$ cat src/pkg/e3rx_cfg.svh
// Offsets, field positions, reset values and timing constants of the E3 receive control block
`ifndef E3RX_CFG_SVH
`define E3RX_CFG_SVH
// Register indices; byte address is four times the index
`define E3RX_IDX_CTRL 8'h20
`define E3RX_IDX_LIVE_A 8'h24
`define E3RX_IDX_LIVE_B 8'h26
`define E3RX_IDX_LAT_A 8'h28
`define E3RX_IDX_LAT_B 8'h2A
`define E3RX_IDX_IE_A 8'h2C
`define E3RX_IDX_IE_B 8'h2E
`define E3RX_IDX_FEC_CNT 8'h34
// Control field positions
`define E3RX_C_LINK_SRC 13
`define E3RX_C_MAN_AIS 12
`define E3RX_C_AUTO_AIS_DIS 11
`define E3RX_C_ECC 10
`define E3RX_C_FEC_HI 9
`define E3RX_C_FEC_LO 8
`define E3RX_C_RAI_LOF_EN 7
`define E3RX_C_RAI_LOS_DIS 6
`define E3RX_C_RAI_OOF_DIS 5
`define E3RX_C_RAI_AIS_DIS 4
`define E3RX_C_OH_MARK_DIS 3
`define E3RX_C_LIP_HI 2
`define E3RX_C_LIP_LO 1
`define E3RX_C_RESYNC 0
// Status field positions, A and B groups
`define E3RX_S_UA1 8
`define E3RX_S_RAB 7
`define E3RX_S_RNB 6
`define E3RX_S_COFA 5
`define E3RX_S_LOF 4
`define E3RX_S_RDI 3
`define E3RX_S_AIS 2
`define E3RX_S_OOF 1
`define E3RX_S_LOS 0
`define E3RX_S_FE_EV 8
`define E3RX_S_NZ 0
// Reset values and writable masks
`define E3RX_CTRL_RST 16'h0000
`define E3RX_CTRL_MASK 16'h3FFF
`define E3RX_LAT_A_MASK 16'h01FF
`define E3RX_LAT_B_MASK 16'h0101
`define E3RX_ZERO16 16'h0000
// Framing error limits
`define E3RX_FAS_BIT_MAX 4'hA
// LOF integration periods in milliseconds
`define E3RX_LIP_3MS_N 2'h3
`define E3RX_LIP_2MS_N 2'h2
`define E3RX_LIP_1MS_N 2'h1
// Timing base
`define E3RX_CLK_PERIOD_NS 5
`define E3RX_MS_NS 1000000
`endif

$ cat src/pkg/e3rx_pkg.sv
// Types shared by the E3 receive control block
package e3rx_pkg;
  // Framing event selection
  typedef enum logic [1:0] {
    E3RX_FEC_OOF,
    E3RX_FEC_BIT,
    E3RX_FEC_WORD,
    E3RX_FEC_RSVD
  } e3rx_fec_sel_t;
  // LOF integration period selection
  typedef enum logic [1:0] {
    E3RX_LIP_3MS,
    E3RX_LIP_2MS,
    E3RX_LIP_1MS,
    E3RX_LIP_NONE
  } e3rx_lip_t;
endpackage

$ cat src/e3rx_ctrl_status.sv
// E3 receive framer control, live and latched status, framing error counter, APB slave
//
// Added by the designer: the APB register port.
`timescale 1ns/1ps
`include "e3rx_cfg.svh"
// How it works
// - Link select picks N or A bit for FEAC
// - Manual bit forces downstream AIS
// - LOS, OOF, AIS insert AIS unless disabled
// - Gating bit lets counting go on during OOF or AIS
// - Field picks OOF, FAS bit or word counting
// - LOF drives RAI when enabled
// - LOS drives RAI unless disabled
// - OOF drives RAI unless disabled
// - AIS drives RAI unless disabled
// - Overhead positions marked unless marking disabled
// - LOF after OOF lasts 3, 2 or 1 ms
// - Period code 11 makes LOF follow OOF
// - Resync bit rising edge forces OOF once
// - Live unframed all-ones status bit
// - Live integrated A and N bits
// - Live LOF, AIS and OOF bits
// - Live remote alarm bit
// - Live LOS bit follows the pin
// - Any live A-group bit change sets its latch
// - Interrupt needs latch, enable and port enable
// - Nonzero bit shows counter not zero
// - Nonzero rising edge sets its latch
module e3rx_ctrl_status #(
  parameter int MS_CYCLES = `E3RX_MS_NS / `E3RX_CLK_PERIOD_NS,
  parameter int CNT_W = 16
) (
  input wire logic clock_i,
  input wire logic reset_i,
  input wire logic psel_i,
  input wire logic penable_i,
  input wire logic pwrite_i,
  input wire logic [11:0] paddr_i,
  input wire logic [31:0] pwdata_i,
  input wire logic [3:0] pstrb_i,
  output logic [31:0] prdata_o,
  output logic pready_o,
  output logic pslverr_o,
  input wire logic signal_loss_input_i,
  input wire logic oof_i,
  input wire logic ais_i,
  input wire logic rdi_i,
  input wire logic unframed_all_ones_i,
  input wire logic rx_alarm_service_bit_i,
  input wire logic rx_national_service_bit_i,
  input wire logic svc_strobe_i,
  input wire logic svc_a_raw_i,
  input wire logic svc_n_raw_i,
  input wire logic frame_strobe_i,
  input wire logic [3:0] fas_bit_errs_i,
  input wire logic fas_word_error_i,
  input wire logic cofa_i,
  input wire logic overhead_pos_i,
  input wire logic port_status_irq_enable_i,
  output logic feac_bit_o,
  output logic feac_bit_valid_o,
  output logic downstream_ais_o,
  output logic auto_rai_o,
  output logic rx_payload_marker_n_o,
  output logic force_resync_o,
  output logic lof_o,
  output logic irq_o
);
  logic [15:0] ctrl_q;
  logic [15:0] live_a_q;
  logic [15:0] live_b_q;
  logic [15:0] live_a_d;
  logic [15:0] live_b_d;
  logic [15:0] lat_a_q;
  logic [15:0] lat_b_q;
  logic [15:0] ie_a_q;
  logic [15:0] ie_b_q;
  logic [15:0] chg_a;
  logic [15:0] wmask;
  logic [15:0] rd_mux;
  logic [CNT_W-1:0] cnt_q;
  logic [CNT_W:0] cnt_sum;
  logic [3:0] inc;
  logic los_sync;
  logic lof_w;
  logic oof_prev_q;
  logic resync_prev_q;
  logic nz_prev_q;
  logic gate_ok;
  logic wr_en;
  logic rd_setup;
  logic mapped;
  logic cnt_clr;
  e3rx_pkg::e3rx_fec_sel_t fec_sel;
  e3rx_pkg::e3rx_lip_t lip_sel;

  // Word-aligned index match
  function automatic logic hit(input logic [11:0] addr, input logic [7:0] idx);
    hit = (addr[1:0] == 2'h0) && (addr[9:2] == idx) && (addr[11:10] == 2'h0);
  endfunction

  // APB decode; zero wait states, so pready is constant high
  assign wr_en = psel_i && penable_i && pwrite_i;
  assign rd_setup = psel_i && !penable_i && !pwrite_i;
  assign mapped = hit(paddr_i, `E3RX_IDX_CTRL) || hit(paddr_i, `E3RX_IDX_LIVE_A)
    || hit(paddr_i, `E3RX_IDX_LIVE_B) || hit(paddr_i, `E3RX_IDX_LAT_A)
    || hit(paddr_i, `E3RX_IDX_LAT_B) || hit(paddr_i, `E3RX_IDX_IE_A)
    || hit(paddr_i, `E3RX_IDX_IE_B) || hit(paddr_i, `E3RX_IDX_FEC_CNT);
  assign pready_o = 1'b1;
  assign pslverr_o = psel_i && penable_i && !mapped;
  assign wmask = {{8{pstrb_i[1]}}, {8{pstrb_i[0]}}};
  assign cnt_clr = rd_setup && hit(paddr_i, `E3RX_IDX_FEC_CNT);

  assign fec_sel = e3rx_pkg::e3rx_fec_sel_t'(ctrl_q[`E3RX_C_FEC_HI:`E3RX_C_FEC_LO]);
  assign lip_sel = e3rx_pkg::e3rx_lip_t'(ctrl_q[`E3RX_C_LIP_HI:`E3RX_C_LIP_LO]);

  // Read mux; reserved bits read zero
  always_comb begin
    rd_mux = `E3RX_ZERO16;
    if (hit(paddr_i, `E3RX_IDX_CTRL)) begin
      rd_mux = ctrl_q;
    end else if (hit(paddr_i, `E3RX_IDX_LIVE_A)) begin
      rd_mux = live_a_q;
    end else if (hit(paddr_i, `E3RX_IDX_LIVE_B)) begin
      rd_mux = live_b_q;
    end else if (hit(paddr_i, `E3RX_IDX_LAT_A)) begin
      rd_mux = lat_a_q;
    end else if (hit(paddr_i, `E3RX_IDX_LAT_B)) begin
      rd_mux = lat_b_q;
    end else if (hit(paddr_i, `E3RX_IDX_IE_A)) begin
      rd_mux = ie_a_q;
    end else if (hit(paddr_i, `E3RX_IDX_IE_B)) begin
      rd_mux = ie_b_q;
    end else if (hit(paddr_i, `E3RX_IDX_FEC_CNT)) begin
      rd_mux = 16'(cnt_q);
    end
  end

  // Read data captured in the setup cycle so it is a flop in the access cycle
  always_ff @(posedge clock_i) begin
    if (reset_i) begin
      prdata_o <= 32'h0000_0000;
    end else if (rd_setup) begin
      prdata_o <= {`E3RX_ZERO16, rd_mux};
    end
  end

  // Control register and interrupt enables
  always_ff @(posedge clock_i) begin
    if (reset_i) begin
      ctrl_q <= `E3RX_CTRL_RST;
      ie_a_q <= `E3RX_ZERO16;
      ie_b_q <= `E3RX_ZERO16;
    end else if (wr_en) begin
      if (hit(paddr_i, `E3RX_IDX_CTRL)) begin
        ctrl_q <= (ctrl_q & ~wmask) | (pwdata_i[15:0] & wmask & `E3RX_CTRL_MASK);
      end
      if (hit(paddr_i, `E3RX_IDX_IE_A)) begin
        ie_a_q <= (ie_a_q & ~wmask) | (pwdata_i[15:0] & wmask & `E3RX_LAT_A_MASK);
      end
      if (hit(paddr_i, `E3RX_IDX_IE_B)) begin
        ie_b_q <= (ie_b_q & ~wmask) | (pwdata_i[15:0] & wmask & `E3RX_LAT_B_MASK);
      end
    end
  end

  // Loss-of-signal pin comes from outside the clock domain
  e3rx_pin_sync u_los_sync (
    .clock_i(clock_i),
    .reset_i(reset_i),
    .pin_i(signal_loss_input_i),
    .level_o(los_sync)
  );

  e3rx_lof_timer #(
    .MS_CYCLES(MS_CYCLES)
  ) u_lof_timer (
    .clock_i(clock_i),
    .reset_i(reset_i),
    .oof_i(oof_i),
    .period_i(lip_sel),
    .lof_o(lof_w)
  );
  assign lof_o = lof_w;

  // Live status images; COFA is an event and only appears latched
  always_comb begin
    live_a_d = `E3RX_ZERO16;
    live_a_d[`E3RX_S_UA1] = unframed_all_ones_i;
    live_a_d[`E3RX_S_RAB] = rx_alarm_service_bit_i;
    live_a_d[`E3RX_S_RNB] = rx_national_service_bit_i;
    live_a_d[`E3RX_S_LOF] = lof_w;
    live_a_d[`E3RX_S_RDI] = rdi_i;
    live_a_d[`E3RX_S_AIS] = ais_i;
    live_a_d[`E3RX_S_OOF] = oof_i;
    live_a_d[`E3RX_S_LOS] = los_sync;
    live_b_d = `E3RX_ZERO16;
    live_b_d[`E3RX_S_NZ] = (cnt_q != '0);
  end

  always_ff @(posedge clock_i) begin
    if (reset_i) begin
      live_a_q <= `E3RX_ZERO16;
      live_b_q <= `E3RX_ZERO16;
    end else begin
      live_a_q <= live_a_d;
      live_b_q <= live_b_d;
    end
  end

  // Change detect on live bits plus the COFA event
  always_comb begin
    chg_a = live_a_d ^ live_a_q;
    chg_a[`E3RX_S_COFA] = cofa_i;
  end

  // Latched bits: write one to clear, a new set in the same cycle wins
  always_ff @(posedge clock_i) begin
    if (reset_i) begin
      lat_a_q <= `E3RX_ZERO16;
      lat_b_q <= `E3RX_ZERO16;
    end else begin
      if (wr_en && hit(paddr_i, `E3RX_IDX_LAT_A)) begin
        lat_a_q <= ((lat_a_q & ~(pwdata_i[15:0] & wmask)) | chg_a) & `E3RX_LAT_A_MASK;
      end else begin
        lat_a_q <= (lat_a_q | chg_a) & `E3RX_LAT_A_MASK;
      end
      if (wr_en && hit(paddr_i, `E3RX_IDX_LAT_B)) begin
        lat_b_q <= lat_b_q & ~(pwdata_i[15:0] & wmask);
      end
      if (live_b_d[`E3RX_S_NZ] && !nz_prev_q) begin
        lat_b_q[`E3RX_S_NZ] <= 1'b1;
      end
      if (fas_word_error_i) begin
        lat_b_q[`E3RX_S_FE_EV] <= 1'b1;
      end
    end
  end

  // Interrupt request needs latch, bit enable and port enable together
  always_ff @(posedge clock_i) begin
    if (reset_i) begin
      irq_o <= 1'b0;
    end else begin
      irq_o <= port_status_irq_enable_i && (|((lat_a_q & ie_a_q) | (lat_b_q & ie_b_q)));
    end
  end

  // Edge history for OOF counting, resync trigger and nonzero latch
  always_ff @(posedge clock_i) begin
    if (reset_i) begin
      oof_prev_q <= 1'b0;
      resync_prev_q <= 1'b0;
      nz_prev_q <= 1'b0;
    end else begin
      oof_prev_q <= oof_i;
      resync_prev_q <= ctrl_q[`E3RX_C_RESYNC];
      nz_prev_q <= live_b_d[`E3RX_S_NZ];
    end
  end

  // Only a rising edge resyncs; holding the bit high does nothing more
  always_ff @(posedge clock_i) begin
    if (reset_i) begin
      force_resync_o <= 1'b0;
    end else begin
      force_resync_o <= ctrl_q[`E3RX_C_RESYNC] && !resync_prev_q;
    end
  end

  // Counting gate ignored in OOF mode, which counts alarms themselves
  assign gate_ok = ctrl_q[`E3RX_C_ECC] || !(oof_i || ais_i);

  always_comb begin
    inc = 4'h0;
    case (fec_sel)
      e3rx_pkg::E3RX_FEC_OOF: inc = {3'h0, oof_i && !oof_prev_q};
      e3rx_pkg::E3RX_FEC_BIT: begin
        if (frame_strobe_i && gate_ok) begin
          inc = (fas_bit_errs_i > `E3RX_FAS_BIT_MAX) ? `E3RX_FAS_BIT_MAX : fas_bit_errs_i;
        end
      end
      e3rx_pkg::E3RX_FEC_WORD: inc = {3'h0, fas_word_error_i && gate_ok};
      default: inc = 4'h0;
    endcase
  end

  // Saturating counter, cleared by the read that samples it, new events kept
  assign cnt_sum = {1'b0, cnt_q} + (CNT_W + 1)'(inc);
  always_ff @(posedge clock_i) begin
    if (reset_i) begin
      cnt_q <= '0;
    end else if (cnt_clr) begin
      cnt_q <= CNT_W'(inc);
    end else if (cnt_sum[CNT_W]) begin
      cnt_q <= '1;
    end else begin
      cnt_q <= cnt_sum[CNT_W-1:0];
    end
  end

  // Downstream path controls, all registered
  always_ff @(posedge clock_i) begin
    if (reset_i) begin
      downstream_ais_o <= 1'b0;
      auto_rai_o <= 1'b0;
      rx_payload_marker_n_o <= 1'b1;
      feac_bit_o <= 1'b0;
      feac_bit_valid_o <= 1'b0;
    end else begin
      downstream_ais_o <= ctrl_q[`E3RX_C_MAN_AIS]
        || (!ctrl_q[`E3RX_C_AUTO_AIS_DIS] && (los_sync || oof_i || ais_i));
      auto_rai_o <= (ctrl_q[`E3RX_C_RAI_LOF_EN] && lof_w)
        || (!ctrl_q[`E3RX_C_RAI_LOS_DIS] && los_sync)
        || (!ctrl_q[`E3RX_C_RAI_OOF_DIS] && oof_i)
        || (!ctrl_q[`E3RX_C_RAI_AIS_DIS] && ais_i);
      // Active low: low marks data, high marks overhead
      rx_payload_marker_n_o <= overhead_pos_i && !ctrl_q[`E3RX_C_OH_MARK_DIS];
      feac_bit_valid_o <= svc_strobe_i;
      if (svc_strobe_i) begin
        feac_bit_o <= ctrl_q[`E3RX_C_LINK_SRC] ? svc_a_raw_i : svc_n_raw_i;
      end
    end
  end
endmodule

$ cat src/e3rx_lof_timer.sv
// Out-of-frame integration timer that declares loss of frame
`timescale 1ns/1ps
`include "e3rx_cfg.svh"
module e3rx_lof_timer #(
  parameter int MS_CYCLES = `E3RX_MS_NS / `E3RX_CLK_PERIOD_NS
) (
  input wire logic clock_i,
  input wire logic reset_i,
  input wire logic oof_i,
  input wire e3rx_pkg::e3rx_lip_t period_i,
  output logic lof_o
);
  typedef enum {
    LOF_CLEAR,
    LOF_INTEG,
    LOF_DECLARED
  } e3rx_lof_state_t;

  localparam int DW = $clog2(MS_CYCLES + 1);

  e3rx_lof_state_t state_q;
  logic [DW-1:0] div_q;
  logic [1:0] ms_q;
  logic [1:0] target;
  logic tick;

  // One-cycle enable every millisecond while integrating
  assign tick = (div_q == DW'(MS_CYCLES - 1));

  always_comb begin
    case (period_i)
      e3rx_pkg::E3RX_LIP_3MS: target = `E3RX_LIP_3MS_N;
      e3rx_pkg::E3RX_LIP_2MS: target = `E3RX_LIP_2MS_N;
      default: target = `E3RX_LIP_1MS_N;
    endcase
  end

  // Millisecond divider restarts with each new OOF so the period is whole
  always_ff @(posedge clock_i) begin
    if (reset_i || state_q != LOF_INTEG || tick) begin
      div_q <= '0;
    end else begin
      div_q <= div_q + DW'(1);
    end
  end

  // Integration state; any OOF clear restarts it
  always_ff @(posedge clock_i) begin
    if (reset_i) begin
      state_q <= LOF_CLEAR;
      ms_q <= 2'h0;
    end else begin
      case (state_q)
        LOF_CLEAR: begin
          ms_q <= 2'h0;
          if (oof_i && period_i == e3rx_pkg::E3RX_LIP_NONE) begin
            state_q <= LOF_DECLARED;
          end else if (oof_i) begin
            state_q <= LOF_INTEG;
          end
        end
        LOF_INTEG: begin
          if (!oof_i) begin
            state_q <= LOF_CLEAR;
          end else if (period_i == e3rx_pkg::E3RX_LIP_NONE) begin
            state_q <= LOF_DECLARED;
          end else if (tick) begin
            ms_q <= ms_q + 2'h1;
            if (ms_q + 2'h1 >= target) begin
              state_q <= LOF_DECLARED;
            end
          end
        end
        LOF_DECLARED: begin
          if (!oof_i) begin
            state_q <= LOF_CLEAR;
          end
        end
        default: state_q <= LOF_CLEAR;
      endcase
    end
  end

  assign lof_o = (state_q == LOF_DECLARED);
endmodule

$ cat src/e3rx_pin_sync.sv
// Three-stage synchroniser for a pin level, accepting a change once stages two and three agree
`timescale 1ns/1ps
`include "e3rx_cfg.svh"
module e3rx_pin_sync (
  input wire logic clock_i,
  input wire logic reset_i,
  input wire logic pin_i,
  output logic level_o
);
  logic s1_q;
  logic s2_q;
  logic s3_q;

  // First stage feeds only the second
  always_ff @(posedge clock_i) begin
    if (reset_i) begin
      s1_q <= 1'b0;
      s2_q <= 1'b0;
      s3_q <= 1'b0;
    end else begin
      s1_q <= pin_i;
      s2_q <= s1_q;
      s3_q <= s2_q;
    end
  end

  // Filter out a single-cycle disagreement
  always_ff @(posedge clock_i) begin
    if (reset_i) begin
      level_o <= 1'b0;
    end else if (s2_q == s3_q) begin
      level_o <= s3_q;
    end
  end
endmodule

$ cat config.mk
export PLATFORM = sky130hd
export DESIGN_NAME = e3rx_ctrl_status
export DESIGN_NICKNAME = d
export VERILOG_FILES = /design/src/pkg/e3rx_pkg.sv /design/src/e3rx_ctrl_status.sv /design/src/e3rx_lof_timer.sv /design/src/e3rx_pin_sync.sv
export VERILOG_INCLUDE_DIRS = /design/src /design/src/pkg
export SDC_FILE = /design/constraint.sdc
export NUM_CORES = 1
export LEC_CHECK = 0
export BUFFER_PORTS_ARGS = -buffer_cell sky130_fd_sc_hd__buf_4
export CAP_MARGIN = 20
export CORE_MARGIN = 8
export CORE_UTILIZATION = 40
export DETAILED_ROUTE_END_ITERATION = 8
export GPL_TIMING_DRIVEN = 0
export PLACE_DENSITY = 0.65
export SYNTH_ARGS = -nofsm -noshare
export SYNTH_HDL_FRONTEND = slang
export SYNTH_SLANG_ARGS = --single-unit
$ cat constraint.sdc
create_clock -name clock_i -period 4.15 [get_ports clock_i]
set_input_delay 0 -clock clock_i [delete_from_list [all_inputs] [get_ports clock_i]]
set_output_delay 0 -clock clock_i [all_outputs]
set_load 0.05 [all_outputs]
# ---- Word level (Yosys, flattened, before mapping)
# Index checks and enable logic that the tools add are counted.
dict set report word_totals {
  reg_bits 194
  input_bits 72
}
dict set report classes {
  addsub 3
  order_cmp 2
  n_eq_ne 25
  n_mux 31
  bitwise 17
  n_reduce_logical 82
}
# op count
set op_table {}
lappend op_table {{32-bit two-way mux} 7}
lappend op_table {{16-bit two-way mux} 9}
lappend op_table {{16-bit AND} 6}
lappend op_table {{32-bit case mux with 3 select lines} 1}
lappend op_table {{8-bit by 6-bit equality test with 1-bit output, second input constant} 8}
lappend op_table {{1-bit logical AND} 37}
lappend op_table {{32-bit by 1-bit equality test with 1-bit output, second input constant} 1}
lappend op_table {{32-bit by 2-bit equality test with 1-bit output, second input constant} 1}
lappend op_table {{32-bit by 3-bit equality test with 1-bit output, second input constant} 1}
lappend op_table {{32-bit zero test} 1}
lappend op_table {{32-bit by 2-bit != test with 1-bit output, second input constant} 1}
lappend op_table {{16-bit inverter} 2}
lappend op_table {{16-bit by 9-bit bitwise OR with 16-bit output} 2}
lappend op_table {{18-bit by 1-bit adder with 18-bit output, second input constant} 1}
lappend op_table {{18-bit equality test, second input constant} 1}
lappend op_table {{9-bit two-way mux} 2}
lappend op_table {{9-bit bitwise OR} 2}
lappend op_table {{16-bit by 4-bit adder with 17-bit output} 1}
lappend op_table {{1-bit logical OR} 17}
lappend op_table {{9-bit by 16-bit AND with 16-bit output} 1}
lappend op_table {{16-bit by 14-bit bitwise OR with 16-bit output} 1}
lappend op_table {{16-bit bitwise OR} 1}
lappend op_table {{16-bit nonzero test} 1}
lappend op_table {{16-bit OR reduction} 1}
lappend op_table {{other kinds (23)} 54}

# ---- Logic depth before layout (Yosys ltp)
dict set report depth {
  ltp_word 12
  depth_mapped 12
  depth_no_buf 12
}

# ---- Hierarchy
# A second synthesis with hierarchy kept.
dict set report hier_totals {
  hier_cells 832
  area_unflattened_um2 7245.7
}
# module n_inst cells_each area_each_um2 seq_area_each_um2
set modules_own_cells {}
lappend modules_own_cells {e3rx_ctrl_status 1 696 6004.5 2442.3}
lappend modules_own_cells {e3rx_lof_timer 1 126 1128.6 440.4}
lappend modules_own_cells {e3rx_pin_sync 1 10 112.6 80.1}

# ---- Worst setup path after synthesis
# OpenSTA, ideal clock, no wires.
dict set report synth_path {
  kind {flip-flop to flip-flop}
  start {register, netlist name live_a_q[1]}
  end {register cnt_q[13]}
  setup_ps 135
  arrival_time_ps 2591
  required_time_ps 4015
  path_slack_ps 1424
  path_stages_with_launch 13
  synth_period_minus_slack_ps 2726
  cell_sequence {dfxtp_1 > inv_1 > ha_1 > nor2b_1 > a31oi_1 > o21ai_0 > ha_1 > fa_1 > a21o_1 > a21oi_1 > nor3_2 > nor3_1 > a311oi_1}
}
# item line_no
set synth_rtl {}
lappend synth_rtl {{end signal: assignment} e3rx_ctrl_status.sv:294} ;# cnt_q <= CNT_W'(inc);
lappend synth_rtl {{end signal: assignment} e3rx_ctrl_status.sv:298} ;# cnt_q <= cnt_sum[CNT_W-1:0];
lappend synth_rtl {{end: declaration} e3rx_ctrl_status.sv:81} ;# logic [CNT_W-1:0] cnt_q;

==> out/results.tsv <==
metric	value	unit
RSZ-0062 raised after global routing	no	
post-synth cell types	76	
YS warnings	0	
Port Buf Inserts	76	
period utilisation layout	0.800	
Slew Limit Fails	0	
CP required	4.45	ns
diode count	0	
chip width	148	microns
slowest CP cell	a21oi_1	
ratio of cells with drive above 1 in the final layout	0.182	
Inst Count DP	1089	
hold crit path type	input pin to flip-flop	
WL final	21600	microns
status	finished, final reports clean	
Post-Synthesis Cells	773	
Initial DRC Count	459	
Worst Setup Start Kind	flip-flop	
Crit Path Category	flip-flop to flip-flop	
asr flop ratio synth	0	
drt pass-1 iters	5	
Max Freq	301	MHz
CP Capture Type	flip-flop	
CTS sink count	148	
crit path cell chain	inv_1 -> ha_1 -> nor2b_1 -> a31oi_1 -> o21ai_0 -> ha_1 -> fa_1 -> a21o_1 -> a21oi_1 -> nor3_2 -> nor3_1 -> a311oi_1	
core area	0.0171	sq mm
final number of setup-violating endpoints	0	
Worst R2R Setup Slack	0.83	ns
sequential share of the synthesized area	0.427	
die height	148	microns
root buf cell	clkbuf_16	
final setup TNS	0	ns
PwrDens	388	mW/mm^2
Antenna Nets Post-Route	0	
largest net degree at the start of global routing	17	
number of synthesized flops with an enable pin	0	
vias	6227	
number of nets in the layout	997	
initial core utilization	0.406	
final clock skew	0.00952	ns
Fin. Hold Viols	0	
crit path DAT	3.62	ns
Seq cells post-synth	148	
Main synth FF type	dfxtp_1	
Worst-Margin Slew	0.797	ns
maximum vdd drop	0.000292	V
clock insertion delay at the later pin of the skew report	0.43	ns
TritonCTS clock tree	yes	
row cnt	48	
Hold-fix buffers, CTS	33	
vias in the first global route	6036	
# H-tree levels	4	
die area	0.0218	sq mm
half-perimeter wire length after placement	16300	microns
Clock transition at path regs	0.06	ns
Area Overhead vs Synth	26.9	%
initial antenna violation count	0	
routed len/inst	18.7	microns
fin crit period	3.32	ns
slew margin rel.	0.468	
Largest stage delay, worst path	0.52	ns
Worst Path Max Fanout	8	
Post-CTS Setup Inserts	0	
Via density	5.40	
first-pass GRT wire length	33900	microns
Post-Syn Area	0.00695	sq mm
hold slack final	0.0251	ns
IO Pins	114	
clock buffer depth	2	
Total GRT Usage	0.201	
total CTS buffers	17	
# DRC	0	
post-cts repair resize count	0	
Remaining Overflow, GRT	0	
Max Cap Viol	0	
Finished Layout Cells	1154	
Critical Path Most Common Cell	ha_1	
routability congestion estimate	0.887	
mean post-synth cell area	8.99	sq um
Pleak	0.00351	uW
## cells in the mapped netlist, drive strengths merged (4+ instances only)
| master | n | area (sq um) |
|---|---|---|
| a21oi | 59 | 295 |
| a22o | 9 | 78.8 |
| clkbuf | 21 | 78.8 |
| nor2 | 75 | 292 |
| nand4 | 9 | 56.3 |
| nor3b | 5 | 42.5 |
| ha | 8 | 100 |
| nor3 | 21 | 143 |
| mux2i | 21 | 210 |
| o31ai | 6 | 45.0 |
| and3 | 9 | 56.3 |
| a22oi | 32 | 260 |
| nand2 | 33 | 124 |
| xor2 | 14 | 123 |
| nor4 | 9 | 86.3 |
| o22a | 7 | 61.3 |
| a31oi | 8 | 50.1 |
| xnor2 | 17 | 149 |
| nor2b | 18 | 113 |
| and2 | 23 | 144 |
| buf | 36 | 239 |
| nand2b | 19 | 119 |
| inv | 26 | 97.6 |
| nand3 | 35 | 185 |
| a211oi | 14 | 130 |
| a311oi | 4 | 35.0 |
| o21ai | 21 | 105 |
| and4b | 4 | 40.0 |
| or2 | 4 | 25.0 |
| a21o | 4 | 30.0 |
| dfxtp | 148 | 2960 |
## path summary, 6_finish.rpt
path,from,to,cells past startpoint
max,live_a_q[1],cnt_q[13],12
min,fas_bit_errs_i[1],cnt_q[1],4
max reg2reg,live_a_q[1],cnt_q[13],12
min reg2reg,resync_prev_q,force_resync_o,1
## area by class of cell
type / count / area (sq um)
Fill cell: 1636 / 8300
Multi-Input combinational cell: 557 / 3620
Sequential cell: 148 / 2960
Timing Repair Buffer: 109 / 901
Clock buffer: 18 / 429
Buffer: 57 / 318
Tap cell: 225 / 282
Clock inverter: 14 / 201
Inverter: 26 / 97.6
## stage by stage
step / instance area, sq um / worst slack, ns / utilization / power [uW]
floorplan: 7000 / 1.42 / - / 1660
global placement: 7850 / 0.813 / 0.459 / 1760
detailed placement: 7850 / 0.866 / 0.459 / 1760
CTS: 8810 / 0.815 / 0.515 / 3430
global route: 8810 / 0.589 / 0.515 / 3520
finish: 8810 / 0.832 / 0.515 / 3420
## where the power goes
part / internal, uW / switching [uW]
Sequential: 1440 / 19.9
Clock: 1010 / 641
Combinational: 118 / 180
Total: 2580 / 841
## logic make-up (layout without fill, tap and decap cells)
| group | count (synthesis) | count (layout) | synth area share |
|---|---|---|---|
| adder cells (fa/ha/maj) | 9 | 9 | 0.0173 |
| buffers and inverters | 83 | 224 | 0.0598 |
| AO/OA/AOI/OAI | 199 | 199 | 0.200 |
| AND/OR/NAND/NOR | 280 | 280 | 0.226 |
| multiplexers | 21 | 21 | 0.0303 |
| XOR/XNOR | 31 | 31 | 0.0391 |
| other | 2 | 17 | 0.00108 |
| flip-flops | 148 | 148 | 0.427 |
## cells in the final DEF (no fill, tap or decap), types with 5 or more instances in the layout
cell type | Yosys | routed
a211oi_1 | 9 | 9
a211oi_2 | 5 | 5
a21oi_1 | 59 | 59
a22o_1 | 9 | 9
a22oi_1 | 28 | 28
a31oi_1 | 8 | 8
and2_1 | 23 | 23
and3_1 | 9 | 9
buf_2 | 14 | 14
buf_4 | 19 | 95
clkbuf_1 | 21 | 22
clkbuf_16 | 0 | 17
conb_1 | 2 | 17
dfxtp_1 | 148 | 148
dlygate4sd3_1 | 0 | 33
ha_1 | 8 | 8
inv_1 | 26 | 26
mux2i_1 | 21 | 21
nand2_1 | 33 | 33
nand2b_1 | 19 | 19
nand3_1 | 33 | 33
nand4_1 | 9 | 9
nor2_1 | 73 | 73
nor2b_1 | 18 | 18
nor3_1 | 16 | 16
nor4_1 | 7 | 7
o21ai_0 | 21 | 21
o22a_1 | 7 | 7
o31ai_1 | 6 | 6
xnor2_1 | 17 | 17
xor2_1 | 14 | 14
## critical path: cells and delay by family, from the launching register on
family / cells / cell delay, ns
AOI/OAI and AO/OA: 5 / 1.26
adders and majority gates: 3 / 0.85
and+or+nand+nor: 3 / 0.70
DFF: 1 / 0.33
buffers and inverters: 1 / 0.05
## routing by layer
layer / wire, microns / GRT usage
met5: 0 / 0
met4: 588 / 0.0790
met3: 1370 / 0.0486
met2: 10500 / 0.338
met1: 9080 / 0.242
(Power assumes the default switching activity.)
